`src/hw/mrsc_pkg.sv`:
```
package mrsc_pkg;
  localparam int MRSC_PC_W = 16;
  localparam logic [15:0] MRSC_PC_RESET = 16'h0000;
  localparam int MRSC_PORT_W = 8;
  localparam int MRSC_SRC_W = 4;
  // Reset source bit positions
  localparam int MRSC_SRC_POR = 0;
  localparam int MRSC_SRC_SUPPLY = 1;
  localparam int MRSC_SRC_PIN = 2;
  localparam int MRSC_SRC_OTHER = 3;
  // Clock source selects
  localparam logic [1:0] MRSC_SYSCLK_LOWPWR = 2'h0;
  localparam logic [1:0] MRSC_WDT_LOW_FREQ_OSC = 2'h1;

  typedef enum logic [1:0] {
    MRSC_RUN = 2'h1,
    MRSC_HOLD = 2'h2
  } mrsc_state_t;

  typedef struct packed {
    logic coreHalt;
    logic regDefault;
    logic porDefault;
    logic intDisable;
    logic timerDisable;
    logic pcLoad;
  } mrsc_core_ctl_t;

  typedef struct packed {
    logic [1:0] sysClkSel;
    logic wdtEnable;
    logic [1:0] wdtClkSel;
  } mrsc_clk_ctl_t;
endpackage

```
`src/hw/mrsc_reset_ctrl.sv`:
```
// Operation
// Core halted for the whole reset state.
// Module registers loaded with defaults; power-on-only bits spared.
// Interrupts and timers disabled on reset entry.
// RAM contents untouched by any reset.
// Port latches set to one, pins open-drain during reset.
// Weak pullups enabled during and after reset.
// Supply monitor or power-on reset drives reset pin low.
// Program counter cleared to 0x0000 on reset exit.
// Low-power oscillator selected as system clock on exit.
// Watchdog enabled, clocked by low-frequency oscillator, on exit.
// Sources combined; held while any asserted; synchronous release.
`timescale 1ns/1ns
module mrsc_reset_ctrl
  import mrsc_pkg::*;
#(
  parameter int SRC_W = MRSC_SRC_W,
  parameter int PORT_W = MRSC_PORT_W
) (
  input wire logic core_clk,
  input wire logic sys_rst,
  input wire logic [SRC_W-1:0] rstSrc,
  output logic inReset,
  output mrsc_core_ctl_t coreCtl,
  output logic [MRSC_PC_W-1:0] pcInit,
  output mrsc_clk_ctl_t clkCtl,
  output logic [PORT_W-1:0] portLatchSet,
  output logic portOpenDrain,
  output logic weakPullupEn,
  output logic rstPinOut,
  output logic rstPinOe,
  output logic ramWriteBlock
);

  mrsc_state_t state;
  mrsc_state_t next_state;
  logic anySrc;
  logic porSrc;
  logic pinLowSrc;
  logic next_inReset;
  logic next_coreHalt;
  logic next_regDefault;
  logic next_porDefault;
  logic next_intDisable;
  logic next_timerDisable;
  logic next_pcLoad;
  logic [MRSC_PC_W-1:0] next_pcInit;
  mrsc_clk_ctl_t next_clkCtl;
  logic [PORT_W-1:0] next_portLatchSet;
  logic next_portOpenDrain;
  logic next_weakPullupEn;
  logic next_rstPinOut;
  logic next_rstPinOe;
  logic next_ramWriteBlock;

  // Any request line, sys_rst included
  function automatic logic src_any(
    input logic rstIn,
    input logic [SRC_W-1:0] src
  );
    logic hit;
    hit = rstIn;
    for (int i = 0; i < SRC_W; i++) begin
      hit = hit | src[i];
    end
    return hit;
  endfunction

  // sys_rst counts as a power-on source
  function automatic logic src_por(
    input logic rstIn,
    input logic [SRC_W-1:0] src
  );
    logic hit;
    hit = rstIn | src[MRSC_SRC_POR];
    return hit;
  endfunction

  function automatic logic src_pin_low(
    input logic rstIn,
    input logic [SRC_W-1:0] src
  );
    logic hit;
    hit = src_por(rstIn, src) | src[MRSC_SRC_SUPPLY];
    return hit;
  endfunction

  // Unknown state codes count as reset, the safe side
  function automatic logic st_hold(input mrsc_state_t st);
    logic hold;
    case (st)
      MRSC_RUN: begin
        hold = 1'h0;
      end
      MRSC_HOLD: begin
        hold = 1'h1;
      end
      default: begin
        hold = 1'h1;
      end
    endcase
    return hold;
  endfunction

  assign anySrc = src_any(sys_rst, rstSrc);
  assign porSrc = src_por(sys_rst, rstSrc);
  assign pinLowSrc = src_pin_low(sys_rst, rstSrc);

  always_comb begin
    next_state = state;
    case (state)
      MRSC_RUN: begin
        if (anySrc) begin
          next_state = MRSC_HOLD;
        end else begin
          next_state = MRSC_RUN;
        end
      end
      MRSC_HOLD: begin
        if (anySrc) begin
          next_state = MRSC_HOLD;
        end else begin
          next_state = MRSC_RUN;
        end
      end
      default: begin
        next_state = MRSC_HOLD;
      end
    endcase
  end

  always_ff @(posedge core_clk) begin
    if (sys_rst) begin
      state <= MRSC_HOLD;
    end else begin
      state <= next_state;
    end
  end

  always_comb begin
    if (st_hold(next_state)) begin
      next_inReset = 1'h1;
    end else begin
      next_inReset = 1'h0;
    end
  end

  always_comb begin
    if (st_hold(next_state)) begin
      next_coreHalt = 1'h1;
    end else begin
      next_coreHalt = 1'h0;
    end
  end

  always_comb begin
    if (st_hold(next_state)) begin
      next_regDefault = 1'h1;
    end else begin
      next_regDefault = 1'h0;
    end
  end

  // Power-on-only bits follow just the power-on sources
  always_comb begin
    if (porSrc) begin
      next_porDefault = 1'h1;
    end else begin
      next_porDefault = 1'h0;
    end
  end

  always_comb begin
    if (st_hold(next_state)) begin
      next_intDisable = 1'h1;
    end else begin
      next_intDisable = 1'h0;
    end
  end

  always_comb begin
    if (st_hold(next_state)) begin
      next_timerDisable = 1'h1;
    end else begin
      next_timerDisable = 1'h0;
    end
  end

  always_comb begin
    if (st_hold(next_state)) begin
      next_pcLoad = 1'h1;
    end else begin
      next_pcLoad = 1'h0;
    end
  end

  always_ff @(posedge core_clk) begin
    inReset <= next_inReset;
    coreCtl.coreHalt <= next_coreHalt;
    coreCtl.regDefault <= next_regDefault;
    coreCtl.porDefault <= next_porDefault;
    coreCtl.intDisable <= next_intDisable;
    coreCtl.timerDisable <= next_timerDisable;
    coreCtl.pcLoad <= next_pcLoad;
  end

  // Vector is fixed; the core takes it while pcLoad is high
  always_comb begin
    next_pcInit = MRSC_PC_RESET;
  end

  always_ff @(posedge core_clk) begin
    pcInit <= next_pcInit;
  end

  // Loaded all through reset and held after, so values stand at exit
  always_comb begin
    next_clkCtl = clkCtl;
    case (next_state)
      MRSC_HOLD: begin
        next_clkCtl.sysClkSel = MRSC_SYSCLK_LOWPWR;
        next_clkCtl.wdtEnable = 1'h1;
        next_clkCtl.wdtClkSel = MRSC_WDT_LOW_FREQ_OSC;
      end
      MRSC_RUN: begin
        next_clkCtl = clkCtl;
      end
      default: begin
        next_clkCtl = clkCtl;
      end
    endcase
  end

  always_ff @(posedge core_clk) begin
    clkCtl <= next_clkCtl;
  end

  always_comb begin
    if (st_hold(next_state)) begin
      next_portLatchSet = '1;
    end else begin
      next_portLatchSet = '0;
    end
  end

  always_comb begin
    if (st_hold(next_state)) begin
      next_portOpenDrain = 1'h1;
    end else begin
      next_portOpenDrain = 1'h0;
    end
  end

  always_ff @(posedge core_clk) begin
    portLatchSet <= next_portLatchSet;
    portOpenDrain <= next_portOpenDrain;
  end

  // Pullups stay on; later control belongs to port logic
  always_comb begin
    next_weakPullupEn = 1'h1;
  end

  always_ff @(posedge core_clk) begin
    weakPullupEn <= next_weakPullupEn;
  end

  // Kept low until exit even when the power-on source drops first
  always_comb begin
    next_rstPinOe = 1'h0;
    case (next_state)
      MRSC_HOLD: begin
        if (pinLowSrc || rstPinOe) begin
          next_rstPinOe = 1'h1;
        end
      end
      MRSC_RUN: begin
        next_rstPinOe = 1'h0;
      end
      default: begin
        next_rstPinOe = pinLowSrc;
      end
    endcase
  end

  // Open-drain style: only ever drives low
  always_comb begin
    next_rstPinOut = 1'h0;
  end

  always_ff @(posedge core_clk) begin
    rstPinOut <= next_rstPinOut;
    rstPinOe <= next_rstPinOe;
  end

  // Never write-protect RAM from reset; only hold off core access
  always_comb begin
    next_ramWriteBlock = 1'h0;
  end

  always_ff @(posedge core_clk) begin
    ramWriteBlock <= next_ramWriteBlock;
  end

endmodule

```
`config.mk`:
```
export PLATFORM = sky130hd
export DESIGN_NAME = mrsc_reset_ctrl
export DESIGN_NICKNAME = d
export VERILOG_FILES = /design/src/hw/mrsc_pkg.sv /design/src/hw/mrsc_reset_ctrl.sv
export SDC_FILE = /design/constraint.sdc
export NUM_CORES = 1
export LEC_CHECK = 0
export CORE_AREA = 2 2 39 41
export DETAILED_ROUTE_END_ITERATION = 12
export DIE_AREA = 0 0 41 43
export DONT_BUFFER_PORTS = 1
export GPL_ROUTABILITY_DRIVEN = 0
export GPL_TIMING_DRIVEN = 0
export PLACE_DENSITY = 0.57
export SLEW_MARGIN = 20
export SYNTH_ARGS = -nofsm -noshare
export SYNTH_HDL_FRONTEND = slang
export SYNTH_SLANG_ARGS = --single-unit
```
`constraint.sdc`:
```
create_clock -name core_clk -period 0.85 [get_ports core_clk]
set_input_delay 0.085 -clock core_clk [delete_from_list [all_inputs] [get_ports core_clk]]
set_output_delay 0.085 -clock core_clk [all_outputs]
set_load 0.01 [all_outputs]
```
==> impl_metrics.ini, run 1 <==
[global_route]
antenna_found_initial = 0
grt_pass1_wl_um = 869
grt_use_total = 0.0723
grt_pass1_vias = 216
grt_max_degree = 16
grt-ovfl-total = 0

[power]
ir_worst_vdd_mv = 0.834
powerDensity_mw_per_mm2 = 1120
p_leak_uw = 0.000378

[cts]
cts_inserted_buffers = 3
postCtsSetupRepairBufs = 0
cts_max_path_buffers = 2
clockRootBuffer = clkbuf_4
postCtsHoldBufs = 2
cts_tree = built
clock_sinks = 5
clk_pin_slew_ns = 0.05
h-tree-depth = 1
insertion_delay_ns = 0.24

[timing]
skew_ns = 0.00301
finalWorstPathRequiredPeriod_ns = 0.907
hold_slack_ns = -0.0438
rsz0062_at_grt = yes
setup_ws_ns = -0.0572
fmax_mhz = 1100
tns_ns = -0.761
finalCritPeriodShare = 1.07
report.final.setup_viol = 14
slew_violations = 0
hold_violations = 2

[synthesis]
syn_area_um2 = 454
yosysTopAreaCellShare = 0.628
syn_inst = 55
ys_types = 12
synth_seq_area_share = 0.220
syn_avg_cell_area_um2 = 8.26
yosys-top-cells-area = buf_4, dfxtp_1, nand3_1
ys_ff_latch = 5
yosys_warnings = 0
yosys.area.top_type = buf_4

[routing]
avgRoutedWirePerCell_um = 6.36
ant_nets = 0
vias_per_cell = 3.04
drcViolationCount = 0
routed_wl_um = 630
num_vias = 301
first_iter_violations = 0
first_pass_iters = 1

[cells_and_area]
layout.nets = 90
syn_to_final_growth_pct = 37.7
final_cell_area_um2 = 626
layout_commonest_cell = buf_4
antenna_cells = 0
layout-drive-gt1-share = 0.542
final_cell_mix = buf_4, conb_1, dfxtp_1
finalCoreUtilization = 0.452
fin_cells = 99

[worst_setup_path]
worst_path_largest_cell_delay_ns = 0.43
path_buf_inv = 1
cp-endpoint = portLatchSet[4]
critPathKind = register to output port
startpoint_type = register
crit_chain = buf_4
cp.required_ns = 0.76
rrSetupSlack_ns = 0.06
startpoint = portLatchSet[6]
crit_slowest_cell = dfxtp_4
cp.depth = 1
arrival_ns = 0.82
critPathMaxFanout = 15
end_kind = output port
crit_family = flip-flops
r2r_end = state[0]
worstReg2RegStart = state[0]
r2r_cells = 2

[place]
place_inst = 93
place_hpwl_um = 523
postPlaceCellArea_um2 = 557
dp_slack_ns = -0.119
portBuffers = 0

[floorplanning]
fp-row-count = 14
die_x_um = 41
start_util = 0.328
io_pins = 47
core_mm2 = 0.00138
design.die.area_mm2 = 0.00176
die_h_um = 43

[outcome]
status = finished, violations left
violations = hold timing, setup timing

[min_path]
hold_path_class = primary input to register
holdPathStages = 2

[job]
drv_cap = 0
[timing repair]
| action | 4_1_cts | 5_1_grt |
|---|---|---|
| hold endpoints to repair | 4 | 2 |
| resized for setup | 2 | 4 |
| pin swaps | 0 | 2 |
| setup endpoints to repair | 15 | 18 |
[flip-flops by register name, indices dropped and copies added (netlist names)]
signal        flops
coreCtl           1
portLatchSet      1
rstPinOe          1
state             2
[synth_stat cells]
| library cell | n |
|---|---|
| buf_4 | 38 |
| dfxtp_1 | 5 |
| conb_1 | 2 |
| nand3_1 | 2 |
| and3_1 | 1 |
| inv_1 | 1 |
| nor2_1 | 1 |
| nor3_2 | 1 |
| o211ai_1 | 1 |
| o21ai_0 | 1 |
| or2_2 | 1 |
| xor2_1 | 1 |
[report_power, final]
group	internal, uW	switching, uW
combinational	98.6	82.2
clock	177	94.1
sequential	239	7.68
[per-stage QoR]
stage | hold WS, ns | power, uW
2_1_floorplan | 0.189 | 411
3_3_place_gp | 0.191 | 415
3_5_place_dp | 0.195 | 415
4_1_cts | -0.0464 | 702
5_1_grt | -0.0406 | 741
6_report | -0.0438 | 698
[logic make-up (layout without fill, tap and decap cells)]
kind of cell	after synthesis	after routing	synth area share
compound gates	2	2	0.0275
xor+xnor	1	1	0.0193
buf+inv	39	45	0.636
flops	5	5	0.220
other cells	2	24	0.0165
simple gates	6	6	0.0799
[metal layers]
layer  vias up  global-route usage  part of all wire
li1        162                   -                 -
met1       116              0.0611              0.27
met2        23               0.125              0.58
met3         0              0.0209              0.15
met4         0              0.0600                 0
met5         -                   0                 0
[area by class of cell]
type / instances / area (um^2)
Buffer: 38 / 285
Sequential cell: 5 / 104
Timing Repair Buffer: 2 / 25.0
Multi-Input combinational cell: 33 / 161
Tap cell: 16 / 20.0
Inverter: 1 / 3.75
Clock buffer: 4 / 26.3
Fill cell: 139 / 758
[how the worst min path moves through the flow]
stage	from	end	slack, ns
2_1_floorplan	sys_rst	coreCtl[3]	0.19
3_3_place_gp	sys_rst	coreCtl[3]	0.19
3_5_place_dp	sys_rst	coreCtl[3]	0.19
4_1_cts	rstSrc[1]	portLatchSet[6]	-0.05
5_1_grt	rstSrc[1]	portLatchSet[6]	-0.04
6_report	rstSrc[1]	portLatchSet[6]	-0.04
Note: power is estimated with default switching activity, not from simulation.
==> run 2: changes to the inputs <==
- CAP_MARGIN: unset -> 30
- SKIP_CTS_REPAIR_TIMING: unset -> 1
==> run 2 against run 1 <==
The run still ends with hold timing, setup timing left. Non-clock buffer count is 1 lower. Sequential power about the same. Combinational power is 6% lower. Register-to-register slack is essentially flat. Critical path depth unchanged. Flip-flop and latch count is the same. Die area stayed put. Sequential share of layout area up 0.58 points. Via count fell by 2.7%. Routed wire length shrank 1.3%. First-iteration DRC count stayed put. Power decreased by 1.3%.
==> impl_metrics.ini, run 2 (synthesis results as in run 1) <==
[outcome]
status = finished, violations left
violations = hold timing, setup timing

[floorplanning]
die_x_um = 41
start_util = 0.328
die_h_um = 43
fp-row-count = 14
io_pins = 47
core_mm2 = 0.00138
design.die.area_mm2 = 0.00176

[cts]
insertion_delay_ns = 0.24
cts_tree = built
clk_pin_slew_ns = 0.05
h-tree-depth = 1
cts_max_path_buffers = 2
clockRootBuffer = clkbuf_4
cts_inserted_buffers = 3
clock_sinks = 5

[min_path]
holdPathStages = 2
hold_path_class = primary input to register

[routing]
avgRoutedWirePerCell_um = 6.35
first_pass_iters = 1
first_iter_violations = 0
ant_nets = 0
vias_per_cell = 2.99
num_vias = 293
drcViolationCount = 0
routed_wl_um = 622

[worst_setup_path]
worst_path_largest_cell_delay_ns = 0.43
startpoint_type = register
r2r_cells = 2
cp.required_ns = 0.76
crit_chain = buf_4
crit_slowest_cell = dfxtp_4
path_buf_inv = 1
cp.depth = 1
critPathMaxFanout = 15
crit_family = flip-flops
critPathKind = register to output port
end_kind = output port
arrival_ns = 0.82

[timing]
finalCritPeriodShare = 1.07
setup_ws_ns = -0.0579
skew_ns = 0.00353
report.final.setup_viol = 14
hold_violations = 3
finalWorstPathRequiredPeriod_ns = 0.908
rsz0062_at_grt = yes
slew_violations = 0
fmax_mhz = 1100
hold_slack_ns = -0.0398

[global_route]
grt_pass1_wl_um = 800
antenna_found_initial = 0
grt-ovfl-total = 0
grt_max_degree = 16
grt_use_total = 0.0673
grt_pass1_vias = 194

[place]
dp_slack_ns = -0.119
portBuffers = 0
postPlaceCellArea_um2 = 557
place_hpwl_um = 523

[power]
p_leak_uw = 0.000352
ir_worst_vdd_mv = 0.821
powerDensity_mw_per_mm2 = 1140

[cells_and_area]
layout.nets = 89
regMostFlops = state
antenna_cells = 0
layout-drive-gt1-share = 0.549
fill_cells = 140
final_cell_area_um2 = 604
finalCoreUtilization = 0.437
syn_to_final_growth_pct = 33.1
layout_commonest_cell = buf_4
largest_reg_flops = 2
final_cell_mix = buf_4, conb_1, dfxtp_1

[job]
drv_cap = 0
[run 2: power by group]
group	internal [uW]	switching (uW)	leakage [uW]	total [uW]
registers	239	7.70	0.0000408	246
clock network	177	94.9	0.0000150	272
logic	92.8	77.8	0.000296	171
[run 2: area by class of cell]
class / instances / area (um^2) / area share
timing repair buffer: 1 / 10.0 / 0.0166
clock buffer: 4 / 26.3 / 0.0435
sequential: 5 / 104 / 0.172
tap: 16 / 20.0 / 0.0331
buffer: 38 / 285 / 0.472
multi-input combinational: 33 / 155 / 0.257
inverter: 1 / 3.75 / 0.00621
[run 2: through the flow]
stage	instances	setup TNS, ns	hold WS [ns]	power (uW)
global route	98	-1.46	-0.0327	730
finish	98	-0.771	-0.0398	689
global placement	93	-1.14	0.191	415
floorplan	77	0	0.189	411
CTS	97	-5.33	-0.0597	695
detailed placement	93	-1.61	0.195	415
[run 2: path summary, 6_finish.rpt]
path	from	to	slack, ns
worst max register to register	state[0]	state[0]	0.06
worst min-delay path	rstSrc[1]	portLatchSet[6]	-0.04
worst max-delay path	portLatchSet[6]	portLatchSet[4]	-0.06
worst min register to register	state[1]	portLatchSet[6]	0.53
[run 2: metal layers]
layer,global-route usage,vias to the layer above,share of wire
li1,-,159,-
met1,0.0611,111,0.28
met2,0.109,23,0.55
met3,0.0209,0,0.17
met4,0.0600,0,0
met5,0,-,0
==> run 3: changes to the inputs <==
- PLACE_DENSITY: 0.57 -> 0.51
==> run 3 against run 2 <==
Non-clock buffer count grew 1. Final cell count grew 1.0%. Worst setup slack lost 0.021 ns. Via count grew 1.7%. The flow still finishes with violations (hold timing, setup timing). Clock skew shrank 0.0034 ns. Combinational power grew 4%. Highest routed layer unchanged. Critical path depth grew 2. Critical endpoint is now rstPinOe.
==> impl_metrics.ini, run 3 (synthesis results as in run 1) <==
[min_path]
hold_path_class = primary input to register
holdPathStages = 2

[outcome]
status = finished, violations left
violations = hold timing, setup timing

[cts]
clk_pin_slew_ns = 0.04
h-tree-depth = 1
cts_max_path_buffers = 2
clockRootBuffer = clkbuf_4
clock_sinks = 5
cts_tree = built
cts_inserted_buffers = 3
insertion_delay_ns = 0.23

[worst_setup_path]
rrSetupSlack_ns = 0.05
worst_path_largest_cell_delay_ns = 0.57
startpoint = rstSrc[0]
worstReg2RegStart = state[0]
cp-endpoint = rstPinOe
cp.depth = 3
startpoint_type = primary input
critPathMaxFanout = 4
crit_chain = dlygate4sd3_1 > nor3_2 > o211ai_1
arrival_ns = 1.03
end_kind = register
cp.required_ns = 0.95
r2r_end = state[0]
crit_family = buffers and inverters
crit_slowest_cell = dlygate4sd3_1
r2r_cells = 2
path_buf_inv = 1
critPathKind = primary input to register

[floorplanning]
fp-row-count = 14
core_mm2 = 0.00138
start_util = 0.328
die_x_um = 41
die_h_um = 43
io_pins = 47
design.die.area_mm2 = 0.00176

[global_route]
grt_use_total = 0.0715
antenna_found_initial = 0
grt_pass1_vias = 223
grt_pass1_wl_um = 793
grt-ovfl-total = 0
grt_max_degree = 16

[timing]
skew_ns = 0.0000824
slew_violations = 0
hold_slack_ns = -0.0398
hold_violations = 3
finalCritPeriodShare = 1.09
rsz0062_at_grt = yes
setup_ws_ns = -0.0787
fmax_mhz = 1080
report.final.setup_viol = 18
finalWorstPathRequiredPeriod_ns = 0.929

[routing]
avgRoutedWirePerCell_um = 6.63
first_iter_violations = 4
drcViolationCount = 0
ant_nets = 0
first_pass_iters = 2
routed_wl_um = 656
num_vias = 298
vias_per_cell = 3.01

[cells_and_area]
antenna_cells = 0
regMostFlops = state
final_cell_mix = buf_4, conb_1, dfxtp_1
fill_cells = 143
finalCoreUtilization = 0.444
layout_commonest_cell = buf_4
largest_reg_flops = 2
layout-drive-gt1-share = 0.542
layout.nets = 90
syn_to_final_growth_pct = 35.3

[power]
total_power_uw = 691
ir_worst_vdd_mv = 0.696
p_leak_uw = 0.000358
powerDensity_mw_per_mm2 = 1120

[job]
drv_cap = 0

[place]
place_hpwl_um = 532
portBuffers = 0
run 3: changes by cell type in the layout (fill, tap and decap cells not counted):
cell	previous run	this run
dlygate4sd3_1	1	2
run 3: worst min-delay path by stage:
| stage | slack (ns) | to | start |
|---|---|---|---|
| final | -0.04 | portLatchSet[6] | rstSrc[1] |
| after global placement | 0.19 | coreCtl[3] | sys_rst |
| after floorplan | 0.19 | coreCtl[3] | sys_rst |
| after global routing | -0.05 | portLatchSet[6] | rstSrc[1] |
| after detailed placement | 0.19 | coreCtl[3] | sys_rst |
| after CTS | -0.06 | coreCtl[3] | sys_rst |
run 3: final cells by class:
type / count / area, um^2 / area share
well taps: 16 / 20.0 / 0.0326
multi-input cells: 33 / 155 / 0.253
repair buffers: 2 / 20.0 / 0.0326
plain buffers: 38 / 285 / 0.464
clock buffers: 4 / 26.3 / 0.0428
flip-flops and latches: 5 / 104 / 0.169
inverters: 1 / 3.75 / 0.00611
run 3: where the power goes:
part	internal [uW]	leakage [uW]	switching, uW
logic	96.0	0.000302	81.0
clock network	177	0.0000150	89.9
registers	239	0.0000408	7.91
total	512	0.000358	179
run 3: worst register-to-register path, delay by kind of cell, from the launching register on:
family,cells,cell delay [ns]
DFF,1,0.31
xor gates and xnor gates,1,0.19
and+or+nand+nor,1,0.18
run 3: routing by layer:
metal  vias up  wire length [um]  global-route usage
met4         0                 0              0.0800
met3         0               116              0.0314
met2        26               338               0.103
li1        162                 -                   -
met5         -                 0                   0
met1       110               201              0.0649
run 3: through the flow:
step           setup WS [ns]  area [um^2]  hold slack [ns]  setup TNS [ns]  cells
2_1_floorplan        0.00711          537            0.189               0     77
3_3_place_gp         -0.0851          557            0.191           -1.16     93
3_5_place_dp          -0.135          557            0.195           -1.83     93
4_1_cts               -0.381          583          -0.0606           -5.41     97
5_1_grt               -0.122          614          -0.0465           -2.03     99
6_report             -0.0787          614          -0.0398           -1.03     99
